==> config.mk <==
export PLATFORM = sky130hd
export DESIGN_NAME = vgm_graphics_map
export DESIGN_NICKNAME = d
export VERILOG_FILES = /design/src/vgm_pkg.sv /design/src/vgm_graphics_map.sv /design/src/vgm_scratch_mem.sv
export SDC_FILE = /design/constraint.sdc
export NUM_CORES = 1
export LEC_CHECK = 0
export ABC_AREA = 0
export ABC_CLOCK_PERIOD_IN_PS = 3300
export BUFFER_PORTS_ARGS = -buffer_cell sky130_fd_sc_hd__clkbuf_2
export CORE_MARGIN = 2
export CORE_UTILIZATION = 56
export DETAILED_ROUTE_END_ITERATION = 8
export HOLD_SLACK_MARGIN = 0.1
export PLACE_DENSITY_LB_ADDON = 0.3
export SYNTH_ARGS = -nofsm -noshare
export SYNTH_HDL_FRONTEND = slang
export SYNTH_SLANG_ARGS = --single-unit
==> constraint.sdc <==
create_clock -name clk -period 3.3 [get_ports clk]
set_clock_uncertainty 0.15 [all_clocks]
set_input_delay 0.66 -clock clk [delete_from_list [all_inputs] [get_ports clk]]
set_output_delay 0.66 -clock clk [all_outputs]
set_load 0.005 [all_outputs]
==> src/vgm_pkg.sv <==
// package: constants and types for the graphics mapping register bank
package vgm_pkg;

  // register port addresses (same value for i/o and memory offset)
  localparam logic [15:0] IO_INDEX_ADDR  = 16'h03ce;
  localparam logic [15:0] IO_DATA_ADDR   = 16'h03cf;

  // register indexes
  localparam logic [7:0]  IDX_MISC       = 8'h06;
  localparam logic [7:0]  IDX_IGNORE     = 8'h07;
  localparam logic [7:0]  IDX_BITMASK    = 8'h08;
  localparam logic [7:0]  IDX_AMC        = 8'h10;
  localparam logic [7:0]  IDX_PAGE       = 8'h11;
  localparam logic [7:0]  IDX_SCR_FIRST  = 8'h14;
  localparam logic [7:0]  IDX_SCR_LAST   = 8'h1f;
  localparam int          SCR_COUNT      = 12;
  localparam int          SCR_AW         = 4;

  // writable bits; all others read as zero
  localparam logic [7:0]  MISC_WR_MASK   = 8'h0f;
  localparam logic [7:0]  IGNORE_WR_MASK = 8'h0f;
  localparam logic [7:0]  AMC_WR_MASK    = 8'h1f;

  // reset values
  localparam logic [7:0]  INDEX_RESET    = 8'h00;
  localparam logic [7:0]  MISC_RESET     = 8'h00;
  localparam logic [7:0]  IGNORE_RESET   = 8'h00;
  localparam logic [7:0]  BITMASK_RESET  = 8'hff;
  localparam logic [7:0]  AMC_RESET      = 8'h00;
  localparam logic [7:0]  PAGE_RESET     = 8'h00;
  localparam logic [7:0]  SCR_RESET      = 8'h00;

  // field positions
  localparam int          MISC_GFX_BIT   = 0;
  localparam int          MISC_CHAIN_BIT = 1;
  localparam int          MISC_MAP_LSB   = 2;
  localparam int          AMC_PAGE_BIT   = 0;
  localparam int          AMC_LINEAR_BIT = 1;
  localparam int          AMC_PACKED_BIT = 2;
  localparam int          AMC_MEMMAP_BIT = 3;
  localparam int          AMC_LOCAL_BIT  = 4;

  // cpu address windows (upper address bits of a 20-bit real-mode address)
  localparam logic [2:0]  SEG_A_TO_B     = 3'b101;
  localparam logic [3:0]  SEG_A          = 4'ha;
  localparam logic [4:0]  SEG_B0         = 5'b10110;
  localparam logic [4:0]  SEG_B8         = 5'b10111;
  localparam int          CHAIN_SWAP_BIT = 16;
  localparam int          PAGE_BITS      = 7;
  localparam int          FB_AW          = 23;

  localparam logic [3:0]  EVEN_PLANES    = 4'b0101;
  localparam logic [3:0]  ODD_PLANES     = 4'b1010;
  localparam logic [3:0]  ALL_PLANES     = 4'hf;

  typedef enum logic [1:0] {
    MAP_A0_BF,
    MAP_A0,
    MAP_B0,
    MAP_B8
  } vgm_map_e;

endpackage : vgm_pkg

==> src/vgm_graphics_map.sv <==
// graphics mapping register bank with frame-buffer window decode and write masking
// Behaviour
// - map field picks the cpu frame-buffer window
// - chain bit swaps address bit zero, odd/even planes, only without packed or linear
// - misc and ignore upper nibbles read zero
// - ignore bits gate read-mode-1 compare only
// - zero mask bit keeps latch bit on legacy range write
// - mask hits all planes of legacy range writes after upstream data ops
// - every frame-buffer read reloads the read latches
// - local-memory bit only when paged, bypass, vga buffer
// - amc bit 3 picks vga buffer or memory map
// - packed bit forces packed translation, map still selects
// - paged address uses page bits above cpu bits
// - no bypass: vga translation, only paging pages a0000
// - packed or linear bypasses vga, only a0000 paged
// - legacy range no table no prefetch, graphics prefetches
// - page selector chooses 64-kb window, resets zero
// - twelve scratch bytes at 14h-1fh, reset zero, inert
// - registers reached by index then data port 3cfh
`timescale 1ns/10ps
module vgm_graphics_map
  import vgm_pkg::*;
(
  input  wire logic             clk,
  input  wire logic             rst_n,
  // register port
  input  wire logic             ioWrite,
  input  wire logic             ioRead,
  input  wire logic [15:0]      ioAddr,
  input  wire logic [7:0]       ioWrData,
  output logic      [7:0]       ioRdData,
  output logic                  ioRdValid,
  // frame-buffer request from the cpu side
  input  wire logic             fbReq,
  input  wire logic             fbWe,
  input  wire logic [19:0]      fbAddrIn,
  input  wire logic             gfxRangeIn,
  input  wire logic             prefetchDisable,
  input  wire logic [31:0]      fbWrPreMask,
  input  wire logic [3:0]       seqPlaneMask,
  // plane read return and read-mode settings held elsewhere
  input  wire logic             planeRdValid,
  input  wire logic [31:0]      planeRdData,
  input  wire logic             readModeOne,
  input  wire logic [1:0]       readPlaneSel,
  input  wire logic [3:0]       colorCompare,
  // translated request towards memory
  output logic                  fbGo,
  output logic                  fbWrite,
  output logic      [FB_AW-1:0] fbAddrOut,
  output logic      [3:0]       fbPlaneEn,
  output logic      [31:0]      fbWrData,
  output logic                  fbVgaXlate,
  output logic                  fbPaged,
  output logic                  fbToLocal,
  output logic                  fbMemMap,
  output logic                  fbPackedXlate,
  output logic                  fbNeedTable,
  output logic                  fbPrefetch,
  // cpu read return
  output logic      [7:0]       cpuRdData,
  output logic                  cpuRdValid,
  output logic                  graphicsMode
);

  // true when an index falls in the scratch range
  function automatic logic isScratch(input logic [7:0] idx);
    return (idx >= IDX_SCR_FIRST) && (idx <= IDX_SCR_LAST);
  endfunction : isScratch

  // true when a cpu address lies in the window the map field selects
  function automatic logic windowHit(input vgm_map_e mode, input logic [19:0] a);
    logic hit;
    hit = 1'b0;
    unique case (mode)
      MAP_A0_BF: hit = (a[19:17] == SEG_A_TO_B);
      MAP_A0:    hit = (a[19:16] == SEG_A);
      MAP_B0:    hit = (a[19:15] == SEG_B0);
      MAP_B8:    hit = (a[19:15] == SEG_B8);
    endcase
    return hit;
  endfunction : windowHit

  logic [7:0]        indexReg;
  logic [7:0]        miscMap;
  logic [7:0]        colorIgnore;
  logic [7:0]        writeBitMask;
  logic [7:0]        addrMapCtl;
  logic [7:0]        pageSel;
  logic [31:0]       readLatch;
  logic              rdPend;
  logic [7:0]        rdIdx;
  logic [7:0]        scrRdData;
  logic              dataWr;
  logic              dataRd;
  logic [SCR_AW-1:0] scrAddr;
  logic [7:0]        scrOffset;

  // every access to the data port goes through the index first
  assign dataWr    = ioWrite && (ioAddr == IO_DATA_ADDR);
  assign dataRd    = ioRead && (ioAddr == IO_DATA_ADDR);
  assign scrOffset = indexReg - IDX_SCR_FIRST;
  assign scrAddr   = scrOffset[SCR_AW-1:0];

  always_ff @(posedge clk or negedge rst_n) begin
    if (!rst_n) begin
      indexReg <= INDEX_RESET;
    end else if (ioWrite && (ioAddr == IO_INDEX_ADDR)) begin
      indexReg <= ioWrData;
    end
  end

  // register writes; reserved positions never store
  always_ff @(posedge clk or negedge rst_n) begin
    if (!rst_n) begin
      miscMap      <= MISC_RESET;
      colorIgnore  <= IGNORE_RESET;
      writeBitMask <= BITMASK_RESET;
      addrMapCtl   <= AMC_RESET;
      pageSel      <= PAGE_RESET;
    end else if (dataWr) begin
      unique case (indexReg)
        IDX_MISC:    miscMap      <= ioWrData & MISC_WR_MASK;
        IDX_IGNORE:  colorIgnore  <= ioWrData & IGNORE_WR_MASK;
        IDX_BITMASK: writeBitMask <= ioWrData;
        IDX_AMC:     addrMapCtl   <= ioWrData & AMC_WR_MASK;
        IDX_PAGE:    pageSel      <= ioWrData;
        default:     ;
      endcase
    end
  end

  // scratch bytes feed nothing but the read path
  vgm_scratch_mem uScratch (
    .clk    (clk),
    .rst_n  (rst_n),
    .we     (dataWr && isScratch(indexReg)),
    .wrAddr (scrAddr),
    .wrData (ioWrData),
    .rdAddr (scrAddr),
    .rdData (scrRdData)
  );

  // reads take two cycles so the scratch memory output stays registered
  always_ff @(posedge clk or negedge rst_n) begin
    if (!rst_n) begin
      rdPend <= 1'b0;
      rdIdx  <= INDEX_RESET;
    end else begin
      rdPend <= dataRd || (ioRead && (ioAddr == IO_INDEX_ADDR));
      rdIdx  <= indexReg;
    end
  end

  logic       rdIsIndex;
  logic [7:0] next_ioRdData;

  always_ff @(posedge clk or negedge rst_n) begin
    if (!rst_n) begin
      rdIsIndex <= 1'b0;
    end else begin
      rdIsIndex <= ioRead && (ioAddr == IO_INDEX_ADDR);
    end
  end

  always_comb begin
    next_ioRdData = 8'h00;
    if (rdIsIndex) begin
      next_ioRdData = indexReg;
    end else if (isScratch(rdIdx)) begin
      next_ioRdData = scrRdData;
    end else begin
      unique case (rdIdx)
        IDX_MISC:    next_ioRdData = miscMap & MISC_WR_MASK;
        IDX_IGNORE:  next_ioRdData = colorIgnore & IGNORE_WR_MASK;
        IDX_BITMASK: next_ioRdData = writeBitMask;
        IDX_AMC:     next_ioRdData = addrMapCtl & AMC_WR_MASK;
        IDX_PAGE:    next_ioRdData = pageSel;
        default:     next_ioRdData = 8'h00;
      endcase
    end
  end

  always_ff @(posedge clk or negedge rst_n) begin
    if (!rst_n) begin
      ioRdData  <= 8'h00;
      ioRdValid <= 1'b0;
    end else begin
      ioRdValid <= rdPend;
      ioRdData  <= rdPend ? next_ioRdData : 8'h00;
    end
  end

  // frame-buffer address decode
  vgm_map_e         mapMode;
  logic             legacyHit;
  logic             inSegA;
  logic             xlateOff;
  logic             pageOn;
  logic             chainOn;
  logic [16:0]      winOffset;
  logic [16:0]      chainOffset;
  logic [FB_AW-1:0] next_addr;
  logic [3:0]       next_planes;

  always_comb begin
    mapMode   = vgm_map_e'(miscMap[MISC_MAP_LSB +: 2]);
    legacyHit = windowHit(mapMode, fbAddrIn);
    inSegA    = (fbAddrIn[19:16] == SEG_A);
    // packed or linear drops vga translation on every legacy range
    xlateOff  = addrMapCtl[AMC_LINEAR_BIT] | addrMapCtl[AMC_PACKED_BIT];
    // only the a0000 range is ever paged; b0 and b8 never
    pageOn    = addrMapCtl[AMC_PAGE_BIT] & inSegA;
    chainOn   = miscMap[MISC_CHAIN_BIT] & ~xlateOff;
    winOffset = 17'h00000;
    unique case (mapMode)
      MAP_A0_BF:      winOffset = fbAddrIn[16:0];
      MAP_A0:         winOffset = {1'b0, fbAddrIn[15:0]};
      MAP_B0, MAP_B8: winOffset = {2'b00, fbAddrIn[14:0]};
    endcase
    chainOffset = winOffset;
    if (chainOn) begin
      // bit zero picks the plane pair, so a high bit takes its place
      chainOffset[0]              = winOffset[CHAIN_SWAP_BIT];
      chainOffset[CHAIN_SWAP_BIT] = winOffset[0];
    end
    if (pageOn) begin
      next_addr = {pageSel[PAGE_BITS-1:0], chainOffset[15:2], chainOffset[1:0]};
    end else begin
      next_addr = {6'h00, chainOffset};
    end
    if (xlateOff) begin
      next_planes = ALL_PLANES;
    end else if (chainOn) begin
      next_planes = winOffset[0] ? ODD_PLANES : EVEN_PLANES;
    end else begin
      next_planes = seqPlaneMask;
    end
  end

  // bit mask merge against the latches, identical for every plane
  logic [31:0] maskedWr;
  genvar gp;
  generate
    for (gp = 0; gp < 4; gp++) begin : gPlane
      assign maskedWr[gp*8 +: 8] = (fbWrPreMask[gp*8 +: 8] & writeBitMask) |
                                   (readLatch[gp*8 +: 8] & ~writeBitMask);
    end
  endgenerate

  always_ff @(posedge clk or negedge rst_n) begin
    if (!rst_n) begin
      fbGo          <= 1'b0;
      fbWrite       <= 1'b0;
      fbAddrOut     <= '0;
      fbPlaneEn     <= 4'h0;
      fbWrData      <= 32'h00000000;
      fbVgaXlate    <= 1'b0;
      fbPaged       <= 1'b0;
      fbToLocal     <= 1'b0;
      fbMemMap      <= 1'b0;
      fbPackedXlate <= 1'b0;
      fbNeedTable   <= 1'b0;
      fbPrefetch    <= 1'b0;
    end else begin
      fbGo    <= fbReq && (gfxRangeIn || legacyHit);
      fbWrite <= fbReq && fbWe && (gfxRangeIn || legacyHit);
      if (fbReq && gfxRangeIn) begin
        // aperture accesses go through the table and may prefetch
        fbAddrOut     <= {3'h0, fbAddrIn};
        fbPlaneEn     <= ALL_PLANES;
        fbWrData      <= fbWrPreMask;
        fbVgaXlate    <= 1'b0;
        fbPaged       <= 1'b0;
        fbToLocal     <= 1'b0;
        fbMemMap      <= 1'b0;
        fbPackedXlate <= 1'b0;
        fbNeedTable   <= 1'b1;
        fbPrefetch    <= ~prefetchDisable;
      end else if (fbReq && legacyHit) begin
        fbAddrOut     <= next_addr;
        fbPlaneEn     <= next_planes;
        fbWrData      <= maskedWr;
        fbVgaXlate    <= ~xlateOff;
        fbPaged       <= pageOn;
        fbToLocal     <= pageOn & xlateOff & ~addrMapCtl[AMC_MEMMAP_BIT] &
                         addrMapCtl[AMC_LOCAL_BIT];
        fbMemMap      <= addrMapCtl[AMC_MEMMAP_BIT];
        fbPackedXlate <= addrMapCtl[AMC_PACKED_BIT];
        fbNeedTable   <= 1'b0;
        fbPrefetch    <= 1'b0;
      end
    end
  end

  // read latches and the read-mode-1 compare
  logic [7:0] cmpResult;
  genvar gb;
  generate
    for (gb = 0; gb < 8; gb++) begin : gCmp
      logic [3:0] column;
      assign column = {planeRdData[24+gb], planeRdData[16+gb],
                       planeRdData[8+gb], planeRdData[gb]};
      // excluded planes always count as matching
      assign cmpResult[gb] = &(~colorIgnore[3:0] | ~(column ^ colorCompare));
    end
  endgenerate

  always_ff @(posedge clk or negedge rst_n) begin
    if (!rst_n) begin
      readLatch <= 32'h00000000;
    end else if (planeRdValid) begin
      readLatch <= planeRdData;
    end
  end

  always_ff @(posedge clk or negedge rst_n) begin
    if (!rst_n) begin
      cpuRdData  <= 8'h00;
      cpuRdValid <= 1'b0;
    end else begin
      cpuRdValid <= planeRdValid;
      if (planeRdValid) begin
        // ignore bits matter only in read mode 1
        cpuRdData <= readModeOne ? cmpResult : planeRdData[readPlaneSel*8 +: 8];
      end
    end
  end

  always_ff @(posedge clk or negedge rst_n) begin
    if (!rst_n) begin
      graphicsMode <= 1'b0;
    end else begin
      graphicsMode <= miscMap[MISC_GFX_BIT];
    end
  end

endmodule : vgm_graphics_map

==> src/vgm_scratch_mem.sv <==
// scratch flag storage: twelve bytes with registered read data
`timescale 1ns/10ps
module vgm_scratch_mem
  import vgm_pkg::*;
(
  input  wire logic              clk,
  input  wire logic              rst_n,
  input  wire logic              we,
  input  wire logic [SCR_AW-1:0] wrAddr,
  input  wire logic [7:0]        wrData,
  input  wire logic [SCR_AW-1:0] rdAddr,
  output logic      [7:0]        rdData
);

  logic [7:0] mem [SCR_COUNT];

  // flops rather than ram so that every byte clears on reset
  always_ff @(posedge clk or negedge rst_n) begin
    if (!rst_n) begin
      for (int i = 0; i < SCR_COUNT; i++) begin
        mem[i] <= SCR_RESET;
      end
    end else if (we && (int'(wrAddr) < SCR_COUNT)) begin
      mem[wrAddr] <= wrData;
    end
  end

  always_ff @(posedge clk or negedge rst_n) begin
    if (!rst_n) begin
      rdData <= SCR_RESET;
    end else if (int'(rdAddr) < SCR_COUNT) begin
      rdData <= mem[rdAddr];
    end else begin
      rdData <= 8'h00;
    end
  end

endmodule : vgm_scratch_mem

======== Yosys cells after proc, flatten, opt, wreduce, memory -nomap -nowiden ========
Cells that the tools add are included.
word-level totals
  bits in registers ....................... 270
  logic and storage cells ................. 187
  output and inout port bits .............. 87
cells by class
  mux-type cells .......................... 39
  bitwise operators ....................... 48
  eq/ne operators ......................... 19
  order comparisons ....................... 7
  shifts and indexed selects .............. 1
  reductions and logical operators ........ 32
  add/sub/neg operators ................... 1
operators by type and width
  operator                                             count
  bitwise mux 96 bit                                   1
  2-to-1 mux 23 bit                                    3
  AND 8 bit                                            8
  2-to-1 mux 32 bit                                    2
  2-to-1 mux 8 bit                                     8
  one-hot mux 17 bit (3 select lines)                  1
  one-hot mux 8 bit (5 select lines)                   1
  inverter 4 bit                                       9
  binary-select mux 8 bit (select 4 bit)               1
  demux 8 bit (select 4 bit)                           1
  == test 16 x 10 -> 1 bit, second input constant      2
  == test 8 x 3 -> 1 bit, second input constant        4
  == test 8 x 5 -> 1 bit, second input constant        4
  bitwise OR 4 bit                                     8
  bitwise OR 8 bit                                     4
  AND reduction 4 bit                                  8
  variable part select 32 x 6 -> 8 bit                 1
  bitwise XOR 4 bit                                    8
  2-to-1 mux 4 bit                                     5
  == test 8 x 4 -> 1 bit, second input constant        2
  >= comparator 8 x 5 -> 1 bit, second input constant  2
  <= comparator 8 x 5 -> 1 bit, second input constant  2
  2-to-1 mux 1 bit                                     15
  logical AND 1 bit                                    14
  20 further kinds                                     33

======== Longest topological paths before layout ========
Gate-level depths: netlist of run 1.
  depth after elaboration ................. 8
  depth in mapped cells ................... 8
  gate-level depth less buffers ........... 5

======== Hierarchy ========
A second synthesis of run 1 with hierarchy kept.
second synthesis, totals
  cells, all modules ...................... 889
  area total of the unflattened synthesis .. 12,451.9 sq um
by module, submodules not included
  module            cells each  times used  area an instance (sq um)  sequential area each (sq um)
  vgm_graphics_map  600         1           7,861.3                   4,164.0
  vgm_scratch_mem   289         1           4,590.7                   2,602.5

======== Least setup slack after synthesis of run 1 ========
Ideal clock, no wire load.
  path kind ............................... reg-to-reg
  start point ............................. register indexReg[2]
  end point ............................... register uScratch.mem[11] (netlist bit)
  clock period less this slack ............ 2,615 ps
  arrival time ............................ 2,340 ps
  setup slack ............................. 685 ps
  stages on the path, launching flop included .. 8
  path buffers ............................ 3
  cells stage by stage .................... dfrtp_1 > clkbuf_1 > inv_1 > ha_1 > buf_2 > buf_1 > nor4_4 > mux2_2
between the ends
  longest elaborated chain between the ends .. 7
  elaborated cells on any way between the ends .. 14
  those cells by class .................... 1 x add/sub; 5 x order compare; 3 x mux; 1 x bitwise; 4 x reduce/logical
RTL lines
  element                                                                                   line                     RTL
  start, declared                                                                           vgm_graphics_map.sv:84   logic [7:0] indexReg;
  start signal, assigned                                                                    vgm_graphics_map.sv:109  indexReg <= ioWrData;
  subtractor 4 x 3 -> 4 bit                                                                 vgm_graphics_map.sv:102  assign scrOffset = indexReg - IDX_SCR_FIRST;
  inverter 4 -> 5 bit (implied by the code)                                                 vgm_scratch_mem.sv:24    mem[wrAddr] <= wrData;
  >= comparator 5 bit (implied by the code) or < comparator 5 x 1 -> 1 bit (tied branches)  vgm_scratch_mem.sv:24
  logical AND 1 bit (implied by the code)                                                   vgm_scratch_mem.sv:24
  2-to-1 mux 8 bit (implied by the code)                                                    vgm_scratch_mem.sv:24
  demux 8 bit (select 4 bit)                                                                vgm_scratch_mem.sv:24
  bitwise mux 96 bit                                                                        vgm_scratch_mem.sv:24
  end signal, assigned by index                                                             vgm_scratch_mem.sv:24
  end, declared                                                                             vgm_scratch_mem.sv:15    logic [7:0] mem [SCR_COUNT];
Parallel ways exist; a longest one is shown, timed or not.
A chain may end at the register's enable or synchronous reset.

======== Final worst setup path of run 1 ========
  start point ............................. register indexReg[2]
  end point ............................... register writeBitMask[3]
between the ends
  longest elaborated chain between the ends .. 2
RTL lines
  element                        line                     RTL
  == test 8 x 4 -> 1 bit         vgm_graphics_map.sv:122  unique case (indexReg)
  AND reduction 2 bit (no line)  -
  end signal, assigned           vgm_graphics_map.sv:125  IDX_BITMASK: writeBitMask <= ioWrData;
  end, declared                  vgm_graphics_map.sv:87   logic [7:0] writeBitMask;
No other way between the ends.

==> results of run 1 <==
==> cells in the final DEF, fill, tap and decap left out, drive strengths merged, types with 2 or more instances in the layout <==
cell and instances:
buf 27, a21o 3, and3b 2, nor4 15, or4b 2, o21ai 47
mux4 32, inv 7, a22o 16, mux2 195, xor2 32, nor4b 2
and2 3, clkinv 6, a22oi 11, clkbuf 255, nand2 54, a2bb2oi 4
mux2i 41, and3 4, nor3 6, a21oi 20, nor2 31, and4bb 2
a222oi 4, ha 5, nor3b 2, nand2b 4, dfrtp 262, nand3 6
bufinv 4, or3 3, dfstp 8, a221oi 12, nor2b 2
==> final cells by class <==
type | instances | area (um^2) | area share [%]
sequential | 270 | 6770 | 45.4
multi-input combinational | 572 | 5420 | 36.4
timing repair buffer | 241 | 1350 | 9.05
clock buffer | 42 | 835 | 5.60
tap | 280 | 350 | 2.35
clock inverter | 10 | 153 | 1.02
inverter | 8 | 30.0 | 0.202
==> path summary, 6_finish.rpt <==
path                                     to  slack [ns]  depth (start not counted)
max                         writeBitMask[3]        0.71                          5
min                              fbPrefetch        0.14                          2
max reg2reg                 writeBitMask[3]        0.71                          5
min reg2reg                        rdIdx[5]        0.30                          0
max in group asynchronous  uScratch.mem[54]        1.71                          3
min in group asynchronous     fbAddrOut[10]        0.52                          2
==> power breakdown <==
| part | internal, mW | total, mW | switching [mW] |
|---|---|---|---|
| Clock | 2.05 | 3.33 | 1.28 |
| Sequential | 3.47 | 3.56 | 0.0849 |
| Combinational | 0.309 | 0.670 | 0.361 |
| Total | 5.83 | 7.56 | 1.73 |
==> registers in the layout, indices dropped and copies added, names as in the netlist, 23 cells and up <==
register / flops
uScratch.mem: 96
fbWrData: 32
readLatch: 32
fbAddrOut: 23
==> logic make-up after synthesis <==
group | count (synthesis) | synth area share (%)
buffers and inverters | 64 | 2.06
muxes | 268 | 26.7
and+or+nand+nor | 143 | 7.44
AOI/OAI and AO/OA | 124 | 6.59
DFF | 270 | 54.4
adders and majority gates | 5 | 0.503
xor gates and xnor gates | 32 | 2.25
==> per-layer routing <==
metal / vias to the layer above / wire length, um / global-route usage (%)
met2: 309 / 14900 / 44.1
li1: 3761 / - / -
met3: 71 / 1690 / 4.71
met4: 0 / 972 / 8.64
met5: - / 0 / 0
met1: 4236 / 13000 / 36.0
==> metrics by stage <==
step | cell area, um^2 | hold WS, ns | util (%) | setup slack, ns
finish | 14900 | 0.140 | 68.3 | 0.715
global route | 14900 | 0.140 | 68.3 | 0.580
CTS | 14900 | 0.127 | 68.3 | 0.741
detailed placement | 13900 | 0.286 | 63.7 | 0.357
global placement | 13900 | 0.283 | 63.7 | 0.406
floorplan | 12400 | 0.202 | - | 0.685
==> worst max-delay path: cells and delay by family, from the launching register on <==
family,cells,cell delay (ns)
buf+inv,2,0.56
flops,1,0.57
mux,1,0.41
fa+ha+maj,1,0.17
simple gates,1,0.66
==> results.json, run 1 <==
{
  "path_cells": "inv_1 > ha_1 > clkinv_1 > nor4_4 > mux2_2",
  "clkLatencyLatePin_ns": 0.54,
  "io_pins": 215,
  "ys_types": 53,
  "diodes": 0,
  "tightest_slew_ns": 0.998,
  "antenna_found_initial": 0,
  "p_leak_nw": 7.38,
  "final_antenna_net_count": 0,
  "yosys_register_bits": 270,
  "postSynthAreaPerCell_um2": 13.7,
  "syn_to_final_growth_pct": 19.8,
  "cts_tree": "done",
  "critPathMaxStageDelay_ns": 0.66,
  "cts_hold_buf": 1,
  "fmax_mhz": 387,
  "synth_area_leaders": "dfrtp_1 (53%), mux2_2 (17%), mux4_2 (5.8%)",
  "setup_viol": 0,
  "die_h_um": 153,
  "critPathSlowestCell": "nor4_4",
  "synth_area_leader_cell": "dfrtp_1",
  "rows": 54,
  "cts_htree_levels": 1,
  "post_route_cells_drive_above_1_share_pct": 47.1,
  "rsz0062_at_grt": "false",
  "run_status": "finished, final reports clean",
  "die-area_mm2": 0.0234,
  "portBuffers": 214,
  "cts_made_buffers": 28,
  "arrival_ns": 2.90,
  "grt_pass1_wl_mm": 49.5,
  "slew_headroom_pct": 32.9,
  "post-place-cells": 1370,
  "finalCritPeriodShare_pct": 78.3,
  "grt_max_degree": 73,
  "clk_path_buf_depth": 3,
  "worst-path-max-fanout": 15,
  "power_density_mw_per_mm2": 507,
  "post_cts_buffers": 0,
  "crit_start": "indexReg[2]",
  "end_kind": "register",
  "fin_nets": 1254,
  "clock-root-buffer": "clkbuf_16",
  "initial_core_util_pct": 57.0,
  "routedWlPerCell_um": 21.5,
  "finalHoldViolations": 0,
  "post-route-drc-count": 0,
  "vias": 8377,
  "synth_area_mm2": 0.0124,
  "vias_per_cell": 5.89,
  "syn_nets": 1039,
  "cp-start-kind": "register",
  "overflow": 0,
  "dp_hpwl_mm": 21.7,
  "drtIter0Drc": 541,
  "rr_startpoint": "indexReg[2]",
  "async_flop_share_pct": 100,
  "power_mw": 7.56,
  "synth_common_cells": "dfrtp_1 (262), mux2_2 (192), nand2_1 (54), o21ai_0 (47), mux2i_1 (41)",
  "synth_edf_count": 0,
  "die_w_um": 153,
  "yosysMostFrequentCell": "dfrtp_1",
  "clk_pin_slew_ns": 0.06,
  "track_usage_pct": 26.6,
  "detail_route.first_pass.iterations": 7,
  "fillCellCount": 1572,
  "synth_top_area_share_pct": 52.7,
  "cts_sinks": 270,
  "tns_ns": 0,
  "yosysWarnings": 0,
  "grt_pass1_vias": 8723,
  "cp.required_ns": 3.61,
  "syn-instance-count": 906,
  "hold_path.class": "in -> reg",
  "drt_wl_total_mm": 30.6,
  "final_max_slew_viol_count": 0,
  "vdd_drop_max_mv": 0.511,
  "gp_congestion": 0.820,
  "ys.flop_type": "dfrtp_1",
  "coreArea_mm2": 0.0218,
  "critPathKind": "reg -> reg",
  "ys_seq_area_share_pct": 54.4,
  "fin_crit_ns": 2.59,
  "final-instance-count-excl-fill": 1423,
  "post_cts_resized": 0,
  "max-cap-violations": 0,
  "hold_start": "prefetchDisable"
}
Note: power is estimated with default switching activity, not from simulation.
==> inputs of run 2 (changes only) <==
--- a/config.mk
+++ b/config.mk
@@ -5,11 +5,11 @@
 export SDC_FILE = /design/constraint.sdc
 export NUM_CORES = 1
 export LEC_CHECK = 0
-export ABC_AREA = 0
-export ABC_CLOCK_PERIOD_IN_PS = 3300
+export ABC_AREA = 1
+export ABC_CLOCK_PERIOD_IN_PS = 2450
 export BUFFER_PORTS_ARGS = -buffer_cell sky130_fd_sc_hd__clkbuf_2
 export CORE_MARGIN = 2
-export CORE_UTILIZATION = 56
+export CORE_UTILIZATION = 57
 export DETAILED_ROUTE_END_ITERATION = 8
 export HOLD_SLACK_MARGIN = 0.1
 export PLACE_DENSITY_LB_ADDON = 0.3
==> constraint.sdc (replaced) <==
create_clock -name clk -period 2.45 [get_ports clk]
set_clock_uncertainty 0.15 [all_clocks]
set_input_delay 0.49 -clock clk [delete_from_list [all_inputs] [get_ports clk]]
set_output_delay 0.49 -clock clk [all_outputs]
set_load 0.005 [all_outputs]
==> run 2 against run 1 <==
Compared with the run above:
- largest cell class unchanged
- sequential power is 34% higher
- largest power group unchanged
- die area rose by 6.1%
- final area increased by 11%
==> results.json, run 2 <==
{
  "synth_common_cells": "nand2_1 (640), dfrtp_1 (262), nand4_1 (125), inv_1 (115), nor2_1 (92)",
  "p_sw_share_pct": 25.3,
  "clk_pin_slew_ns": 0.07,
  "synth_area_mm2": 0.0135,
  "clkLatencyLatePin_ns": 0.56,
  "yosys_register_bits": 270,
  "setup_viol": 0,
  "io_pins": 215,
  "r2r_cells": 7,
  "tightest_slew_ns": 0.580,
  "syn_to_final_growth_pct": 23.3,
  "timing.rr.end": "uScratch.mem[82]",
  "overflow": 0,
  "synth_edf_count": 0,
  "ys.flop_type": "dfrtp_1",
  "largestRegisters": "uScratch.mem: 96 flops, fbWrData: 32 flops, readLatch: 32 flops",
  "min_to": "fbWrData[13]",
  "synth_top_area_share_pct": 48.7,
  "detail_route.first_pass.iterations": 8,
  "post_cts_resized": 0,
  "post-route-drc-count": 0,
  "p_comb_share_pct": 10.7,
  "slew_headroom_pct": 61.4,
  "crit_start": "ioAddr[1]",
  "reg2reg_slack_ns": 0.23,
  "grt_max_degree": 59,
  "critPathKind": "in -> reg",
  "worst-path-max-fanout": 3,
  "p_sw_mw": 2.57,
  "cts_htree_levels": 1,
  "run_status": "finished, final reports clean",
  "coreArea_mm2": 0.0233,
  "fin_nets": 2108,
  "async_flop_share_pct": 100,
  "max-cap-violations": 0,
  "end_kind": "register",
  "grt_pass1_vias": 12700,
  "tns_ns": 0,
  "final_max_slew_viol_count": 0,
  "final_util_pct": 71.1,
  "vias": 13200,
  "synth_area_leader_cell": "dfrtp_1",
  "yosysWarnings": 0,
  "critPathMaxStageDelay_ns": 0.58,
  "portBuffers": 214,
  "vias_per_cell": 5.70,
  "finalCritPeriodShare_pct": 93.9,
  "path_cells": "dlygate4sd3_1 > clkbuf_2 > nand3_1 > dlygate4sd3_1 > nor3b_1 > dlygate4sd3_1",
  "mostFrequentLayoutCell": "nand2_1",
  "drtIter0Drc": 1424,
  "die_h_um": 158,
  "gp_congestion": 0.945,
  "rr_startpoint": "indexReg[3]",
  "p_leak_nw": 8.71,
  "critPathSlowestCell": "dlygate4sd3_1",
  "fin_crit_ns": 2.30,
  "syn_nets": 1853,
  "cts_made_buffers": 29,
  "vdd_drop_max_mv": 0.640,
  "path_common_cell": "dlygate4sd3_1",
  "rsz0062_at_grt": "false",
  "power_density_mw_per_mm2": 612,
  "power_mw": 10.2,
  "seqPwrFrac_pct": 47.0,
  "hold_path.class": "in -> reg",
  "routedWlPerCell_um": 18.4,
  "track_usage_pct": 34.8,
  "final-instance-count-excl-fill": 2319,
  "hold_start": "fbWrPreMask[13]",
  "initial_core_util_pct": 57.7,
  "pwr-share-clk_pct": 42.3,
  "cp.required_ns": 2.80,
  "synth_area_leaders": "dfrtp_1 (49%), nand2_1 (18%), nand4_1 (5.8%)",
  "yosysMostFrequentCell": "nand2_1",
  "min_path_cells": 3,
  "cp-start-kind": "primary input",
  "die-area_mm2": 0.0249,
  "ys_types": 38,
  "postSynthAreaPerCell_um2": 7.82,
  "rows": 56,
  "cts_sinks": 270,
  "post-place-cells": 2191,
  "final_antenna_net_count": 0,
  "post_route_cells_drive_above_1_share_pct": 17.7,
  "die_w_um": 158,
  "path_buf_inv": 4,
  "clk_path_buf_depth": 3,
  "clock-root-buffer": "clkbuf_16",
  "top_register": "uScratch.mem",
  "grt_pass1_wl_mm": 67.7,
  "cp_top_family": "buffers and inverters",
  "layout_common_cells": "nand2_1 (639), dfrtp_1 (262), clkbuf_2 (213)",
  "ys_seq_area_share_pct": 50.3,
  "largest_reg_flops": 96,
  "antenna_found_initial": 3,
  "finalHoldViolations": 0,
  "syn-instance-count": 1720,
  "dp_hpwl_mm": 28.5,
  "drt_wl_total_mm": 42.7,
  "cts_tree": "done",
  "internal-power_mw": 7.59,
  "arrival_ns": 2.65,
  "fmax_mhz": 435,
  "whs_ns": 0.112
}
-- run 2: routing by layer --
metal	vias up	part of all wire, %	GRT usage, %
met5	-	0	0
met4	0	4.1	14.5
met3	142	8.1	5.17
met2	683	47	55.9
met1	6232	41	47.5
li1	6166	-	-
-- run 2: final cells by class --
type | instances | area, um^2
inverters | 124 | 465
clock buffers | 39 | 833
fillers | 1877 | 6740
flip-flops and latches | 270 | 6770
well taps | 319 | 399
repair buffers | 330 | 2280
clock inverters | 13 | 108
multi-input cells | 1220 | 5730
diodes | 4 | 10.0
-- run 2: cell families after synthesis --
kind of cell	Yosys count	synth area share (%)
AOI/OAI and AO/OA	230	9.12
adders and majority gates	5	0.465
DFF	270	50.3
buffers and inverters	230	7.22
and+or+nand+nor	985	32.9
-- run 2: worst max-delay path by stage --
| stage | depth (start not counted) | end | slack [ns] |
|---|---|---|---|
| after CTS | 6 | rdPend | 0.18 |
| final | 6 | rdPend | 0.15 |
| after floorplan | 11 | uScratch.mem[0] | 0.07 |
| after global routing | 7 | uScratch.mem[81] | 0.09 |
| after detailed placement | 9 | uScratch.mem[81] | 0.1 |
| after global placement | 9 | uScratch.mem[85] | 0.18 |
-- run 2: power by group through the flow --
stage          Sequential (mW)  Combinational (mW)  Clock (mW)
2_1_floorplan             4.85               0.403           0
5_1_grt                   4.79                1.21        4.50
3_3_place_gp              4.84               0.940           0
6_report                  4.78                1.08        4.29
3_5_place_dp              4.85               0.960           0
4_1_cts                   4.77                1.06        4.35
-- run 2: worst min-delay path: stages --
cell and delay (ns):
clkbuf_2 0.09, a21oi_1 0.06, o21ai_0 0.14
-- run 2: what timing repair did --
item	4_1_cts	5_1_grt
endpoints found under the hold margin	122	0
buffers inserted	0	0
hold buffers	72	0
-- run 2: per-stage QoR --
step / setup slack, ns / instance area (um^2)
after detailed placement: 0.0998 / 14900
after CTS: 0.182 / 16600
after floorplan: 0.0735 / 13500
after global placement: 0.177 / 14900
final: 0.149 / 16600
after global routing: 0.0881 / 16600
